===== src/verilog/lpc_pkg.sv =====
package lpc_pkg;
  // ----------------------------------------
  // Register byte offsets
  // ----------------------------------------
  localparam logic [7:0] LPC_DIV_OFS = 8'h00;
  localparam logic [7:0] LPC_MSTP_OFS = 8'h04;
  localparam logic [7:0] LPC_SBY_OFS = 8'h08;
  localparam logic [7:0] LPC_OPC_OFS = 8'h0c;
  localparam logic [7:0] LPC_SNZ_OFS = 8'h10;
  localparam logic [7:0] LPC_STAT_OFS = 8'h14;
  localparam logic [7:0] LPC_OSC_OFS = 8'h18;
  localparam logic [7:0] LPC_UNIT_OFS = 8'h1c;
  // ----------------------------------------
  // Field layout and reset values
  // ----------------------------------------
  localparam int LPC_DIV_W = 4;
  localparam int LPC_NDIV = 4;
  localparam int LPC_NMOD = 32;
  localparam logic [31:0] LPC_MSTP_RST = 32'hffff_ffff;
  localparam logic [31:0] LPC_DIV_RST = 32'h0000_0000;
  localparam logic [2:0] LPC_OPC_RST = 3'h0;
  localparam logic [4:0] LPC_OSC_RST = 5'h1f;
  localparam logic [3:0] LPC_UNIT_RST = 4'hf;
  localparam int LPC_SBY_BIT = 1;
  localparam int LPC_DSLP_BIT = 0;
  localparam int LPC_SNZE_BIT = 0;
  localparam int LPC_SNZEND_BIT = 1;
  // Oscillator enable bit positions
  localparam int LPC_OSC_MAIN = 0;
  localparam int LPC_OSC_FAST = 1;
  localparam int LPC_OSC_PLL = 2;
  localparam int LPC_OSC_SUB = 3;
  localparam int LPC_OSC_SLOW = 4;
  // Always-on unit enable bit positions
  localparam int LPC_UNIT_WDOG = 0;
  localparam int LPC_UNIT_VDET = 1;
  localparam int LPC_UNIT_CAL = 2;
  localparam int LPC_UNIT_TIMER = 3;
  // Operating power levels
  localparam logic [2:0] LPC_OPC_HIGH = 3'h0;
  localparam logic [2:0] LPC_OPC_MID1 = 3'h2;
  localparam logic [2:0] LPC_OPC_MID2 = 3'h4;
  localparam logic [2:0] LPC_OPC_LOW = 3'h6;
  localparam logic [31:0] LPC_ERR_DATA = 32'h0000_0000;

  typedef enum logic [2:0] {
    LPC_RUN,
    LPC_SLEEP,
    LPC_DSLEEP,
    LPC_STANDBY,
    LPC_SNOOZE
  } lpc_state_e;
endpackage

===== src/verilog/lpc_clk_div.sv =====
// Clock enable generator: pulses once every (ratio+1) cycles while running.
module lpc_clk_div #(
  parameter int W = 4
) (
  input wire logic mclk_i,
  input wire logic rstn_i,
  input wire logic run_i,
  input wire logic [W-1:0] ratio_i,
  output logic tick_o
);
  logic [W-1:0] cnt_q;

  always_ff @(posedge mclk_i or negedge rstn_i) begin
    if (!rstn_i) begin
      cnt_q <= '0;
      tick_o <= 1'b0;
    end else if (!run_i) begin
      // Halted clocks keep their phase so divided domains restart cleanly
      tick_o <= 1'b0;
    end else if (cnt_q >= ratio_i) begin
      cnt_q <= '0;
      tick_o <= 1'b1;
    end else begin
      cnt_q <= cnt_q + 1'b1;
      tick_o <= 1'b0;
    end
  end
endmodule


===== src/verilog/lpc_ctrl.sv =====
// ----------------------------------------
// Summary of operation
// - Four independent divide ratios: core, peripheral, converter, flash interface clocks.
// - Per-module stop bits gate each peripheral alone.
// - Four low power states: sleep, deep sleep, standby, snooze.
// - Four power levels: high, middle 1, middle 2, low speed.
// - Selected power level stays in force in run, sleep, deep sleep, snooze.
// - Software writes control then sleep instruction; only instruction changes state.
// - Reset or accepted interrupt ends sleep, deep sleep, standby; handler resumes.
// - Snooze entered only from standby when snooze conditions hold.
// - Snooze ends on interrupt, end condition, or reset.
// - Interrupt exit resumes CPU handler; end condition returns to standby.
// - Main RAM retained always; accessible in sleep/snooze, halted in deep sleep/standby.
// - Voltage detector, calendar, low power timer may run in every low state.
// - Independent watchdog and its oscillator may run in every low state.
// - Such units follow their own enable setting, not the state.
// - Halted retained units suspend operation but keep register contents.
// ----------------------------------------
//
// Chosen here: the APB register port and the placing of the registers.
module lpc_ctrl #(
  parameter int NMOD = lpc_pkg::LPC_NMOD
) (
  input wire logic mclk_i,
  input wire logic rstn_i,
  input wire logic psel_i,
  input wire logic penable_i,
  input wire logic pwrite_i,
  input wire logic [7:0] paddr_i,
  input wire logic [31:0] pwdata_i,
  output logic [31:0] prdata_o,
  output logic pready_o,
  output logic pslverr_o,
  input wire logic sleep_instr_i,
  input wire logic irq_accept_i,
  input wire logic snooze_req_i,
  input wire logic snooze_end_i,
  output logic cpu_halt_o,
  output logic irq_resume_o,
  output logic core_tick_o,
  output logic periph_tick_o,
  output logic conv_tick_o,
  output logic flash_tick_o,
  output logic [NMOD-1:0] module_run_o,
  output logic ram_access_o,
  output logic flash_run_o,
  output logic transfer_run_o,
  output logic main_osc_en_o,
  output logic fast_osc_en_o,
  output logic pll_en_o,
  output logic sub_osc_en_o,
  output logic slow_osc_en_o,
  output logic watchdog_run_o,
  output logic detector_run_o,
  output logic calendar_run_o,
  output logic lptimer_run_o,
  output logic [2:0] power_level_o,
  output lpc_pkg::lpc_state_e state_o
);
  import lpc_pkg::*;

  // ----------------------------------------
  // Registers
  // ----------------------------------------
  logic [31:0] div_q;
  logic [NMOD-1:0] mstp_q;
  logic [1:0] sby_q;
  logic [2:0] opc_q;
  logic [1:0] snz_q;
  logic [4:0] osc_q;
  logic [3:0] unit_q;
  lpc_state_e state_q;
  lpc_state_e state_d;
  logic wr_en;
  logic rd_en;
  logic addr_ok;
  logic opc_ok;
  logic run_clk;

  // Single-cycle access phase: pready is always high
  assign pready_o = 1'b1;
  assign wr_en = psel_i && penable_i && pwrite_i;
  assign rd_en = psel_i && penable_i && !pwrite_i;
  assign addr_ok = paddr_i inside {LPC_DIV_OFS, LPC_MSTP_OFS, LPC_SBY_OFS, LPC_OPC_OFS,
                                   LPC_SNZ_OFS, LPC_STAT_OFS, LPC_OSC_OFS, LPC_UNIT_OFS};
  assign pslverr_o = psel_i && penable_i && !addr_ok;
  assign opc_ok = pwdata_i[2:0] inside {LPC_OPC_HIGH, LPC_OPC_MID1, LPC_OPC_MID2, LPC_OPC_LOW};

  // Register writes take effect only at the access edge
  always_ff @(posedge mclk_i or negedge rstn_i) begin
    if (!rstn_i) begin
      div_q <= LPC_DIV_RST;
      mstp_q <= LPC_MSTP_RST[NMOD-1:0];
      sby_q <= '0;
      opc_q <= LPC_OPC_RST;
      snz_q <= '0;
      osc_q <= LPC_OSC_RST;
      unit_q <= LPC_UNIT_RST;
    end else if (wr_en) begin
      case (paddr_i)
        LPC_DIV_OFS: div_q <= pwdata_i;
        LPC_MSTP_OFS: mstp_q <= pwdata_i[NMOD-1:0];
        LPC_SBY_OFS: sby_q <= pwdata_i[1:0];
        LPC_OPC_OFS: begin
          // Prohibited codes are ignored so the level stays legal
          if (opc_ok) begin
            opc_q <= pwdata_i[2:0];
          end
        end
        LPC_SNZ_OFS: snz_q <= pwdata_i[1:0];
        LPC_OSC_OFS: osc_q <= pwdata_i[4:0];
        LPC_UNIT_OFS: unit_q <= pwdata_i[3:0];
        default: ;
      endcase
    end
  end

  // Read data registered; unmapped reads return zero with an error
  always_ff @(posedge mclk_i or negedge rstn_i) begin
    if (!rstn_i) begin
      prdata_o <= LPC_ERR_DATA;
    end else if (psel_i && !penable_i && !pwrite_i) begin
      case (paddr_i)
        LPC_DIV_OFS: prdata_o <= div_q;
        LPC_MSTP_OFS: prdata_o <= 32'(mstp_q);
        LPC_SBY_OFS: prdata_o <= 32'(sby_q);
        LPC_OPC_OFS: prdata_o <= 32'(opc_q);
        LPC_SNZ_OFS: prdata_o <= 32'(snz_q);
        LPC_STAT_OFS: prdata_o <= 32'(state_q);
        LPC_OSC_OFS: prdata_o <= 32'(osc_q);
        LPC_UNIT_OFS: prdata_o <= 32'(unit_q);
        default: prdata_o <= LPC_ERR_DATA;
      endcase
    end
  end

  // ----------------------------------------
  // Power state sequencer
  // ----------------------------------------
  always_comb begin
    state_d = state_q;
    case (state_q)
      LPC_RUN: begin
        // Only the sleep instruction moves the state
        if (sleep_instr_i) begin
          if (sby_q[LPC_SBY_BIT]) begin
            state_d = LPC_STANDBY;
          end else if (sby_q[LPC_DSLP_BIT]) begin
            state_d = LPC_DSLEEP;
          end else begin
            state_d = LPC_SLEEP;
          end
        end
      end
      LPC_SLEEP, LPC_DSLEEP: begin
        if (irq_accept_i) begin
          state_d = LPC_RUN;
        end
      end
      LPC_STANDBY: begin
        if (irq_accept_i) begin
          state_d = LPC_RUN;
        end else if (snz_q[LPC_SNZE_BIT] && snooze_req_i) begin
          state_d = LPC_SNOOZE;
        end
      end
      LPC_SNOOZE: begin
        // Interrupt has priority over an end condition in the same cycle
        if (irq_accept_i) begin
          state_d = LPC_RUN;
        end else if (snz_q[LPC_SNZEND_BIT] && snooze_end_i) begin
          state_d = LPC_STANDBY;
        end
      end
      default: state_d = LPC_RUN;
    endcase
  end

  always_ff @(posedge mclk_i or negedge rstn_i) begin
    if (!rstn_i) begin
      state_q <= LPC_RUN;
    end else begin
      state_q <= state_d;
    end
  end

  // Resume pulse marks handler entry after an interrupt wake-up
  always_ff @(posedge mclk_i or negedge rstn_i) begin
    if (!rstn_i) begin
      irq_resume_o <= 1'b0;
    end else begin
      irq_resume_o <= (state_q != LPC_RUN) && (state_d == LPC_RUN);
    end
  end

  // ----------------------------------------
  // Unit gating from state
  // ----------------------------------------
  always_ff @(posedge mclk_i or negedge rstn_i) begin
    if (!rstn_i) begin
      cpu_halt_o <= 1'b0;
      ram_access_o <= 1'b1;
      flash_run_o <= 1'b1;
      transfer_run_o <= 1'b1;
      main_osc_en_o <= 1'b1;
      fast_osc_en_o <= 1'b1;
      pll_en_o <= 1'b1;
      module_run_o <= '0;
    end else begin
      // CPU halt keeps its state: only its clock is withheld
      cpu_halt_o <= (state_d != LPC_RUN);
      ram_access_o <= state_d inside {LPC_RUN, LPC_SLEEP, LPC_SNOOZE};
      flash_run_o <= state_d inside {LPC_RUN, LPC_SLEEP};
      transfer_run_o <= state_d inside {LPC_RUN, LPC_SLEEP, LPC_SNOOZE};
      main_osc_en_o <= osc_q[LPC_OSC_MAIN] && (state_d != LPC_STANDBY);
      fast_osc_en_o <= osc_q[LPC_OSC_FAST] && (state_d != LPC_STANDBY);
      pll_en_o <= osc_q[LPC_OSC_PLL] && (state_d != LPC_STANDBY);
      // Standby halts every peripheral with retention
      module_run_o <= (state_d == LPC_STANDBY) ? '0 : ~mstp_q;
    end
  end

  // Always-on units follow only their own enables
  assign sub_osc_en_o = osc_q[LPC_OSC_SUB];
  assign slow_osc_en_o = osc_q[LPC_OSC_SLOW];
  assign watchdog_run_o = unit_q[LPC_UNIT_WDOG];
  assign detector_run_o = unit_q[LPC_UNIT_VDET];
  assign calendar_run_o = unit_q[LPC_UNIT_CAL];
  assign lptimer_run_o = unit_q[LPC_UNIT_TIMER];
  assign power_level_o = opc_q;
  assign state_o = state_q;
  assign run_clk = (state_q != LPC_STANDBY);

  // ----------------------------------------
  // Divided clock enables
  // ----------------------------------------
  logic [LPC_NDIV-1:0] ticks;
  for (genvar g = 0; g < LPC_NDIV; g++) begin : g_div
    lpc_clk_div #(.W(LPC_DIV_W)) u_div (
      .mclk_i(mclk_i),
      .rstn_i(rstn_i),
      .run_i(run_clk),
      .ratio_i(div_q[g*LPC_DIV_W +: LPC_DIV_W]),
      .tick_o(ticks[g])
    );
  end
  assign core_tick_o = ticks[0];
  assign periph_tick_o = ticks[1];
  assign conv_tick_o = ticks[2];
  assign flash_tick_o = ticks[3];

  // ----------------------------------------
  // Checks
  // ----------------------------------------
  sleep_entry_a: assert property (@(posedge mclk_i) disable iff (!rstn_i)
    (state_q == LPC_RUN && !sleep_instr_i) |=> state_q == LPC_RUN)
    else $error("state left run without sleep instruction");
  irq_wake_a: assert property (@(posedge mclk_i) disable iff (!rstn_i)
    (state_q inside {LPC_SLEEP, LPC_DSLEEP, LPC_STANDBY} && irq_accept_i) |=> state_q == LPC_RUN && irq_resume_o)
    else $error("interrupt did not wake the core");
  snooze_src_a: assert property (@(posedge mclk_i) disable iff (!rstn_i)
    (state_q == LPC_SNOOZE && $past(state_q) != LPC_SNOOZE) |-> $past(state_q) == LPC_STANDBY)
    else $error("snooze entered from wrong state");
  snooze_end_a: assert property (@(posedge mclk_i) disable iff (!rstn_i)
    (state_q == LPC_SNOOZE && !irq_accept_i && snooze_end_i && snz_q[LPC_SNZEND_BIT]) |=> state_q == LPC_STANDBY)
    else $error("snooze end did not return to standby");
  ram_gate_a: assert property (@(posedge mclk_i) disable iff (!rstn_i)
    ##1 ram_access_o == ($past(state_d) inside {LPC_RUN, LPC_SLEEP, LPC_SNOOZE}))
    else $error("ram access wrong for state");
  osc_stop_a: assert property (@(posedge mclk_i) disable iff (!rstn_i)
    (state_q == LPC_STANDBY && $past(state_q) == LPC_STANDBY) |-> !main_osc_en_o && !fast_osc_en_o && !pll_en_o)
    else $error("fast oscillators running in standby");
  deep_halt_a: assert property (@(posedge mclk_i) disable iff (!rstn_i)
    (state_q == LPC_DSLEEP && $past(state_q) == LPC_DSLEEP) |-> !flash_run_o && !transfer_run_o && cpu_halt_o)
    else $error("deep sleep left flash or transfer running");
  level_hold_a: assert property (@(posedge mclk_i) disable iff (!rstn_i)
    !(wr_en && paddr_i == LPC_OPC_OFS) |=> $stable(power_level_o))
    else $error("power level changed without a write");
  mstp_gate_a: assert property (@(posedge mclk_i) disable iff (!rstn_i)
    (state_q == LPC_RUN && state_d == LPC_RUN) |=> module_run_o == ~$past(mstp_q))
    else $error("module run does not follow stop bits");
  snooze_irq_a: assert property (@(posedge mclk_i) disable iff (!rstn_i)
    (state_q == LPC_SNOOZE && irq_accept_i) |=> state_q == LPC_RUN && irq_resume_o)
    else $error("interrupt did not end snooze");
  standby_entry_a: assert property (@(posedge mclk_i) disable iff (!rstn_i)
    (state_q == LPC_RUN && sleep_instr_i && sby_q[LPC_SBY_BIT]) |=> state_q == LPC_STANDBY)
    else $error("sleep instruction did not enter standby");
  // Gating outputs are registered from the next state, so they track the state one for one
  cpu_halt_a: assert property (@(posedge mclk_i) disable iff (!rstn_i)
    cpu_halt_o == (state_q != LPC_RUN))
    else $error("cpu halt does not match state");
  standby_mod_a: assert property (@(posedge mclk_i) disable iff (!rstn_i)
    state_q == LPC_STANDBY |-> module_run_o == '0)
    else $error("peripheral running in standby");
  snooze_run_a: assert property (@(posedge mclk_i) disable iff (!rstn_i)
    state_q == LPC_SNOOZE |-> transfer_run_o && ram_access_o && cpu_halt_o)
    else $error("snooze gating wrong");
  unit_hold_a: assert property (@(posedge mclk_i) disable iff (!rstn_i)
    !(wr_en && paddr_i == LPC_UNIT_OFS) |=> $stable({watchdog_run_o, detector_run_o, calendar_run_o, lptimer_run_o}))
    else $error("always-on unit changed without a write");
  osc_hold_a: assert property (@(posedge mclk_i) disable iff (!rstn_i)
    !(wr_en && paddr_i == LPC_OSC_OFS) |=> $stable({sub_osc_en_o, slow_osc_en_o}))
    else $error("slow oscillator changed without a write");
endmodule


===== config.mk =====
export PLATFORM = sky130hd
export DESIGN_NAME = lpc_ctrl
export DESIGN_NICKNAME = d
export VERILOG_FILES = /design/src/verilog/lpc_pkg.sv /design/src/verilog/lpc_clk_div.sv /design/src/verilog/lpc_ctrl.sv
export SDC_FILE = /design/constraint.sdc
export NUM_CORES = 1
export LEC_CHECK = 0
export BUFFER_PORTS_ARGS = -buffer_cell sky130_fd_sc_hd__buf_4
export CAP_MARGIN = 20
export CORE_MARGIN = 10
export CORE_UTILIZATION = 33
export DETAILED_ROUTE_END_ITERATION = 7
export PLACE_DENSITY = 0.51
export SYNTH_ARGS = -nofsm -noshare
export SYNTH_HDL_FRONTEND = slang
export SYNTH_SLANG_ARGS = --single-unit
export TNS_END_PERCENT = 30

===== constraint.sdc =====
create_clock -name mclk_i -period 2.45 [get_ports mclk_i]
set_input_delay 0.245 -clock mclk_i [delete_from_list [all_inputs] [get_ports mclk_i]]
set_output_delay 0.245 -clock mclk_i [all_outputs]
set_load 0.05 [all_outputs]

==> results.py, run 1 <==
metrics = {
    "logic_synthesis": {
        "synth_cell_types": 52,
        "netlist_instances": 620,
        "yosysWarnings": 0,
        "synth-seq-cells": 174,
        "synth_flop_cell": "dfrtp_1",
        "synth-seq-area-share": 0.5717,
        "syn_avg_cell_area_um2": 12.45,
        "yosys.area.top_type": "dfrtp_1",
        "synth_top_area_share": 0.4150,
        "synthArstFlopShare": 1.000,
        "yosysMostFrequentCell": "dfrtp_1",
        "synth-edff-count": 0,
        "syn_area_mm2": 0.007717,
        "synth_area_leaders": "dfrtp_1, dfstp_2, mux2_4, mux2_2, ha_1",
        "synth_nets": 689,
        "synthTopCellsByCount": "dfrtp_1, nand2_1, nor2_1",
    },
    "setup_path": {
        "crit_start": "g_div[3].u_div.cnt_q[0]",
        "end_kind": "register",
        "cp-start-kind": "register",
        "rr_worst_depth": 6,
        "crit_path_end": "g_div[3].u_div.cnt_q[2]",
        "r2r-start": "g_div[3].u_div.cnt_q[0]",
        "critPathMaxFanout": 4,
        "cp.arrival_ns": 2.29,
        "crit_type": "register to register",
        "worstPathRequired_ns": 2.73,
        "reg2reg_slack_ns": 0.44,
        "rr_endpoint": "g_div[3].u_div.cnt_q[2]",
    },
    "pwr": {
        "power.switching_mw": 1.527,
        "power_switching_share": 0.2434,
        "leakagePower_nw": 4.321,
        "vdd_drop_max_v": 0.0003974,
        "power_density_mw_per_mm2": 646.9,
        "p_comb_frac": 0.074,
        "p_seq_frac": 0.473,
        "p_clk_frac": 0.452,
        "internal-power_mw": 4.747,
    },
    "floorplanning": {
        "ios": 139,
        "rows": 55,
        "dieArea_mm2": 0.02990,
        "initial_core_util": 0.3378,
        "dieHeight_um": 172.9,
        "core_mm2": 0.02285,
        "fp.dieW_um": 172.9,
    },
    "clocking": {
        "cts_max_level": 4,
        "cts.clk_slew.worst_paths_ns": 0.06,
        "cts-root-buf": "clkbuf_16",
        "clockBufferDepth": 2,
        "post-cts-setup-buffers": 0,
        "cts_tree": "done",
        "numCtsBuffers": 17,
        "clock_latency_ns": 0.42,
        "numClockSinks": 174,
        "cts-resized-gates": 0,
    },
    "routing": {
        "wl_mm": 20.74,
        "dr.pass1.iters": 4,
        "drc": 0,
        "drtIter0Drc": 314,
        "vias": 5312,
        "wire_per_inst_um": 19.12,
        "antenna_left": 0,
        "routed_via_density": 4.896,
    },
    "sta": {
        "clock.fmax_mhz": 498.3,
        "fin_ws_ns": 0.4431,
        "finClkSkew_ns": 0.01066,
        "setup_viol": 0,
        "worst_pin_slew_ns": 0.6977,
        "final-max-slew-violation-count": 0,
        "rsz0062_at_grt": "false",
        "hold_viol_final": 0,
        "period_needed_ns": 2.007,
        "tns_ns": 0,
        "finalCritPeriodShare": 0.8191,
        "max_slew_margin": 0.5344,
    },
    "cells_and_area": {
        "area_growth_pct": 25.66,
        "post-route-util": 0.4245,
        "instances_no_fill": 1085,
        "fin_nets": 827,
        "layout-drive-gt1-share": 0.4112,
    },
    "job": {
        "maxCapViolations": 0,
    },
    "global_routing": {
        "antenna_found_initial": 1,
        "grt_overflow_total": 0,
        "grt_usage": 0.1389,
        "grt_pass1_vias": 5805,
        "grt_pass1_wl_mm": 33.20,
        "grt_max_degree": 65,
    },
    "worst_hold_path": {
        "min_from": "irq_accept_i",
        "hp-class": "primary input to register",
    },
    "placed_design": {
        "preCtsSetupSlack_ns": 0.4562,
        "dp.cells": 1051,
        "numPortBuffers": 137,
        "gp_congestion": 0.8343,
        "hpwlAfterDp_mm": 14.87,
    },
    "status": {
        "status": "complete, no violations",
    },
}
-- final cells by class --
class                           count  area (um2)
Clock inverter                     14       177.7
Fill cell                        2250       13150
Inverter                           26       97.59
Multi-Input combinational cell    389        2995
Tap cell                          313       391.6
Antenna cell                        1       2.502
Timing Repair Buffer              150        1182
Clock buffer                       18       439.2
Sequential cell                   174        4412
-- worst min-delay path by stage --
| stage | endpoint | slack, ns | cells after the start |
|---|---|---|---|
| after global routing | state_o[2] | 0.02 | 2 |
| after global placement | prdata_o[17] | 0.27 | 1 |
| final | state_o[2] | 0.04 | 2 |
| after detailed placement | div_q[16] | 0.28 | 1 |
| after floorplan | cpu_halt_o | -0.05 | 0 |
| after CTS | state_o[2] | 0.02 | 2 |
-- cell families (layout without fill, tap and decap cells) --
family	Yosys count	after routing	share of synthesized area
AOI/OAI and AO/OA	113	113	0.09712
adders and majority gates	20	20	0.03243
buffers and inverters	57	208	0.04167
DFF	174	174	0.5717
muxes	86	86	0.1445
other	1	2	0.0004859
and+or+nand+nor	169	169	0.1122
-- power groups by stage --
stage / clock network [mW] / registers (mW) / logic [mW]
after floorplan: 0 / 3.12 / 0.124
after global placement: 0 / 3.02 / 0.465
after detailed placement: 0 / 3.02 / 0.473
after CTS: 2.92 / 2.97 / 0.475
after global routing: 3.05 / 2.98 / 0.503
final: 2.84 / 2.97 / 0.465
-- layer usage --
metal | GRT usage | part of all wire | up-vias
met5 | 0 | 0 | -
met4 | 0.04060 | 0.016 | 0
met3 | 0.03746 | 0.049 | 18
met2 | 0.2297 | 0.49 | 139
met1 | 0.1739 | 0.44 | 2687
li1 | - | - | 2468
-- cells in the final DEF, fill, tap and decap left out, types with 3 or more instances in the layout --
cell type	netlist	final
mux2_4	38	38
inv_6	0	6
o21ai_1	20	20
mux2_2	33	33
nor2_1	47	47
nor2b_1	5	5
o311ai_1	3	3
dfrtp_1	128	128
nand2_1	61	61
a2111oi_2	4	4
buf_12	0	4
clkbuf_16	0	17
mux2_1	8	8
a22oi_1	27	27
o21ai_0	27	27
dfstp_2	46	46
ha_1	20	20
inv_1	26	26
a21oi_1	14	14
buf_4	4	144
nor3_1	10	10
bufinv_16	0	3
nand2b_1	4	4
mux2i_1	6	6
nand3_1	11	11
or2_2	4	4
and3_1	6	6
o211ai_1	6	6
-- what timing repair did --
item	4_1_cts	5_1_grt
endpoints found under the setup margin	0	0
hold buffers	1	0
endpoints found under the hold margin	49	0
-- sequential cells by signal, indices dropped and copies added (netlist names), 2 cells and up --
register            count
div_q                  32
prdata_o               32
snz_q                   2
mstp_q                 32
g_div.u_div.cnt_q      16
g_div.u_div.tick_o      4
unit_q                  4
power_level_o           3
state_o                 3
module_run_o           32
sby_q                   2
osc_q                   5
-- worst max-delay path, cell delays in order (launching register included) --
cell,delay (ns)
dfrtp_1,0.40
inv_1,0.10
ha_1,0.22
nand2b_1,0.15
a2111oi_2,0.50
nor2_1,0.14
o311ai_0,0.36
-- per-stage QoR --
stage / hold WS [ns] / total power [mW] / area, um2
finish: 0.03976 / 6.274 / 9698
global route: 0.01698 / 6.527 / 9698
CTS: 0.01654 / 6.363 / 9696
detailed placement: 0.2798 / 3.494 / 9069
global placement: 0.2676 / 3.484 / 9069
floorplan: -0.05059 / 3.242 / 7717
Note: power is estimated with default switching activity, not from simulation.
==> inputs of run 2 (changes only) <==
==> constraint.sdc (replaced) <==
create_clock -name mclk_i -period 1.99 [get_ports mclk_i]
set_input_delay 0.199 -clock mclk_i [delete_from_list [all_inputs] [get_ports mclk_i]]
set_output_delay 0.199 -clock mclk_i [all_outputs]
set_load 0.05 [all_outputs]
==> run 2 against run 1 <==
Maximum frequency is 8.6% higher. Clock power up 21%. Combinational power up 28%. Largest cell class unchanged. Final area up 2.0%. Hold slack worse by 0.023 ns.
==> results.py, run 2 (same netlist as run 1, synthesis figures left out) <==
metrics = {
    "status": {
        "status": "complete, no violations",
    },
    "routing": {
        "dr.pass1.iters": 6,
        "drc": 0,
        "drtIter0Drc": 257,
        "routed_via_density": 4.901,
        "wl_mm": 21.28,
        "wire_per_inst_um": 19.31,
        "antenna_left": 0,
        "vias": 5401,
    },
    "placed_design": {
        "dp.cells": 1060,
        "place_area_mm2": 0.009136,
        "numPortBuffers": 137,
        "gp_congestion": 0.8617,
        "preCtsSetupSlack_ns": 0.03997,
        "hpwlAfterDp_mm": 15.17,
    },
    "setup_path": {
        "max_stage_delay_ns": 0.44,
        "critPathSlowestCell": "a2111oi_4",
        "cp.arrival_ns": 2.16,
        "cp-start-kind": "register",
        "critPathMaxFanout": 4,
        "worstPathRequired_ns": 2.30,
        "end_kind": "register",
        "crit_type": "register to register",
        "worstPathCellList": "inv_1 -> ha_1 -> nand2b_1 -> a2111oi_4 -> nor2_1 -> o311ai_2",
        "reg2reg_slack_ns": 0.14,
        "rr_worst_depth": 6,
    },
    "floorplanning": {
        "rows": 55,
        "dieArea_mm2": 0.02990,
        "dieHeight_um": 172.9,
        "core_mm2": 0.02285,
        "fp.dieW_um": 172.9,
        "initial_core_util": 0.3378,
        "ios": 139,
    },
    "clocking": {
        "cts_max_level": 4,
        "numClockSinks": 174,
        "cts_tree": "done",
        "clockBufferDepth": 2,
        "cts.clk_slew.worst_paths_ns": 0.07,
        "post-cts-setup-buffers": 0,
        "numCtsBuffers": 17,
        "clock_latency_ns": 0.42,
        "cts-root-buf": "clkbuf_16",
    },
    "cells_and_area": {
        "design_area_mm2": 0.009894,
        "diodes": 0,
        "instances_no_fill": 1102,
        "fin_nets": 845,
        "layout-drive-gt1-share": 0.4144,
        "fill_cells": 2156,
        "final_cell_mix": "buf_4, dfrtp_1, nand2_1",
        "area_growth_pct": 28.21,
        "post-route-util": 0.4331,
        "final_common_cell": "buf_4",
    },
    "global_routing": {
        "grt_max_degree": 56,
        "grt_pass1_vias": 5877,
        "grt_overflow_total": 0,
        "antenna_found_initial": 0,
        "grt_pass1_wl_mm": 33.84,
        "grt_usage": 0.1419,
    },
    "sta": {
        "setup_viol": 0,
        "rsz0062_at_grt": "false",
        "finClkSkew_ns": 0.01011,
        "finalCritPeriodShare": 0.9291,
        "tns_ns": 0,
        "whs_ns": 0.01653,
        "clock.fmax_mhz": 540.9,
        "period_needed_ns": 1.849,
        "final-max-slew-violation-count": 0,
        "hold_viol_final": 0,
        "fin_ws_ns": 0.1412,
    },
    "pwr": {
        "p_total_mw": 7.701,
        "power_density_mw_per_mm2": 778.3,
        "vdd_drop_max_v": 0.0004647,
        "leakagePower_nw": 4.396,
    },
    "worst_hold_path": {
        "holdPathStages": 2,
        "hp-class": "primary input to register",
    },
    "job": {
        "maxCapViolations": 0,
    },
}
run 2: cell count changes in the layout (fill, tap and decap cells not counted), sizes merged:
cell,before,now
dlygate4sd3,1,10
bufinv,3,2
diode,1,0
buf,149,158
inv,32,33
clkinv,4,2
clkinvlp,1,3
run 2: timing repair:
item	in CTS	in global routing
hold buffers	9	1
hold endpoints to repair	36	1
pin swaps	0	1
endpoints found under the setup margin	1	5
gates resized for setup	1	4
run 2: final cells by class:
cell class              count  area (um2)  share of cell area
repair buffers            168        1340              0.1354
clock inverters            14       173.9             0.01758
clock buffers              18       439.2             0.04439
well taps                 313       391.6             0.03958
flip-flops and latches    174        4412              0.4459
inverters                  26       97.59            0.009863
multi-input cells         389        3040              0.3073
run 2: report_power, final:
part	internal, mW	leakage [nW]	switching, mW
registers	3.61	2.07	0.0432
clock network	1.93	0.291	1.52
logic	0.214	2.03	0.381
total	5.76	4.40	1.94
run 2: worst paths after layout:
check,startpoint,end
min in group asynchronous,rstn_i,module_run_o[17]
hold reg to reg,osc_q[2],pll_en_o
max in group asynchronous,rstn_i,mstp_q[2]
setup reg to reg,g_div[2].u_div.cnt_q[0],g_div[2].u_div.cnt_q[2]
hold / removal,pwdata_i[14],mstp_q[14]
setup / recovery,g_div[2].u_div.cnt_q[0],g_div[2].u_div.cnt_q[2]
run 2: metal layers:
metal | vias to the layer above | routed length, um | global-route usage
met4 | 0 | 306 | 0.03989
li1 | 2504 | - | -
met5 | - | 0 | 0
met3 | 17 | 947 | 0.03420
met2 | 128 | 10460 | 0.2331
met1 | 2752 | 9559 | 0.1822
run 2: critical path, delay by kind of cell (launching register included):
kind | cells | cell delay, ns
DFF | 1 | 0.40
buffers and inverters | 1 | 0.10
adders and majority gates | 1 | 0.23
and+or+nand+nor | 2 | 0.33
AOI/OAI and AO/OA | 2 | 0.69
==> inputs of run 3 (changes only) <==
--- a/config.mk
+++ b/config.mk
@@ -11,6 +11,7 @@
 export CORE_UTILIZATION = 33
 export DETAILED_ROUTE_END_ITERATION = 7
 export PLACE_DENSITY = 0.51
+export REMOVE_ABC_BUFFERS = 1
 export SYNTH_ARGS = -nofsm -noshare
 export SYNTH_HDL_FRONTEND = slang
 export SYNTH_SLANG_ARGS = --single-unit
==> run 3 against run 2 <==
Maximum frequency decreased by 1.2%. Non-clock buffer count decreased by 5. Utilization shrank 0.18 points. Worst setup slack got worse by 0.022 ns. Register-to-register slack worse by 0.02 ns. Clock skew hardly changed. Via count grew 0.30%. Wire length is 1.5% lower. Final area shrank 0.40%. Hold slack better by 0.0057 ns. Sequential share of layout area increased by 0.18 points.
==> results.py, run 3 (same netlist as run 1, synthesis figures left out) <==
metrics = {
    "setup_path": {
        "end_kind": "register",
        "worstPathCellList": "inv_1 -> ha_1 -> nand2b_1 -> a2111oi_4 -> nor2_1 -> o311ai_0",
        "max_stage_delay_ns": 0.41,
        "cp.arrival_ns": 2.17,
        "crit_type": "register to register",
        "cp-start-kind": "register",
        "rr_worst_depth": 6,
        "worstPathRequired_ns": 2.29,
        "critPathMaxFanout": 3,
        "critPathSlowestCell": "a2111oi_4",
    },
    "sta": {
        "fin_ws_ns": 0.1195,
        "worst_pin_slew_ns": 0.5725,
        "clock.fmax_mhz": 534.6,
        "max_slew_margin": 0.6184,
        "setup_viol": 0,
        "finClkSkew_ns": 0.01044,
        "tns_ns": 0,
        "final-max-slew-violation-count": 0,
        "period_needed_ns": 1.870,
        "finalCritPeriodShare": 0.9399,
        "rsz0062_at_grt": "false",
        "whs_ns": 0.02226,
        "hold_viol_final": 0,
    },
    "global_routing": {
        "grt_pass1_wl_mm": 33.69,
        "met1_usage": 0.1853,
        "grt_usage": 0.1408,
        "met2_usage": 0.2170,
        "antenna_found_initial": 1,
        "use_met3": 0.04683,
        "grt_overflow_total": 0,
        "grt_pass1_vias": 5980,
        "grt_max_degree": 57,
        "grt-busiest-layer": "met2",
    },
    "placed_design": {
        "gp_congestion": 0.8434,
        "preCtsSetupSlack_ns": 0.03346,
        "hpwlAfterDp_mm": 14.50,
        "numPortBuffers": 137,
    },
    "clocking": {
        "cts_max_level": 4,
        "clockBufferDepth": 2,
        "numCtsBuffers": 17,
        "cts-root-buf": "clkbuf_16",
        "cts_tree": "done",
        "numClockSinks": 174,
        "clock_latency_ns": 0.42,
        "cts.clk_slew.worst_paths_ns": 0.07,
    },
    "floorplanning": {
        "dieArea_mm2": 0.02990,
        "rows": 55,
        "dieHeight_um": 172.9,
        "fp.dieW_um": 172.9,
        "ios": 139,
        "core_mm2": 0.02285,
        "initial_core_util": 0.3378,
    },
    "cells_and_area": {
        "post-route-util": 0.4313,
        "layout-drive-gt1-share": 0.4082,
        "final_cell_mix": "buf_4, dfrtp_1, nand2_1",
        "area_growth_pct": 27.69,
        "final_common_cell": "buf_4",
        "fin_nets": 840,
    },
    "routing": {
        "routed_via_density": 4.934,
        "drc": 0,
        "drtIter0Drc": 386,
        "dr.pass1.iters": 4,
        "vias": 5417,
        "antenna_left": 0,
        "wl_mm": 20.96,
        "wire_per_inst_um": 19.09,
    },
    "pwr": {
        "power_density_mw_per_mm2": 762.5,
        "leakagePower_nw": 4.366,
        "vdd_drop_max_v": 0.0004856,
    },
    "status": {
        "status": "complete, no violations",
    },
    "job": {
        "maxCapViolations": 0,
    },
    "worst_hold_path": {
        "hp-class": "primary input to register",
        "holdPathStages": 2,
    },
}
-- run 3: cell types whose count changed in the layout (fill, tap and decap cells not counted), moves of 3 or more --
cell	previous run	this run
buf_4	153	148
clkbuf_1	0	3
inv_6	5	1
clkbuf_8	1	5
-- run 3: cell type report --
cell class | count | area [um2]
Fill cell | 2153 | 12990
Sequential cell | 174 | 4412
Multi-Input combinational cell | 389 | 3045
Timing Repair Buffer | 163 | 1323
Clock buffer | 25 | 505.5
Tap cell | 313 | 391.6
Inverter | 26 | 97.59
Clock inverter | 7 | 77.57
Antenna cell | 1 | 2.502
-- run 3: worst paths after layout --
path	start	end	slack (ns)
min in group asynchronous	rstn_i	prdata_o[23]	0.34
worst min register to register	osc_q[1]	fast_osc_en_o	0.46
worst max-delay path	g_div[3].u_div.cnt_q[0]	g_div[3].u_div.cnt_q[2]	0.12
worst max register to register	g_div[3].u_div.cnt_q[0]	g_div[3].u_div.cnt_q[2]	0.12
worst min-delay path	pwdata_i[10]	mstp_q[10]	0.02
max in group asynchronous	rstn_i	mstp_q[9]	0.92
-- run 3: power breakdown --
| group | switching [mW] | internal (mW) | total, mW |
|---|---|---|---|
| Sequential | 0.0431 | 3.61 | 3.66 |
| Combinational | 0.381 | 0.210 | 0.592 |
| Clock | 1.36 | 1.90 | 3.26 |
| Total | 1.79 | 5.73 | 7.51 |
-- run 3: critical path, delay by kind of cell, from the launching register on --
family | cells | cell delay, ns
AO/OA/AOI/OAI | 2 | 0.71
adder cells (fa/ha/maj) | 1 | 0.23
buffers and inverters | 1 | 0.10
AND/OR/NAND/NOR | 2 | 0.31
flip-flops | 1 | 0.40
-- run 3: repair_timing --
action | 4_1_cts | 5_1_grt
setup buffers | 0 | 0
pin swaps | 0 | 1
hold endpoints to repair | 45 | 3
endpoints found under the setup margin | 1 | 4
hold buffers | 5 | 3
gates resized for setup | 1 | 3
-- run 3: layer usage --
| metal | wire (um) | part of all wire |
|---|---|---|
| met5 | 0 | 0 |
| met2 | 9649 | 0.46 |
| met1 | 9745 | 0.46 |
| met4 | 230 | 0.011 |
| met3 | 1334 | 0.064 |
-- run 3: through the flow --
stage	power, mW	cells	cell area, um2
after global routing	7.838	1097	9852
after CTS	7.622	1094	9784
after floorplan	3.970	589	7493
after detailed placement	4.306	1057	9139
final	7.514	1098	9854
after global placement	4.295	1057	9139
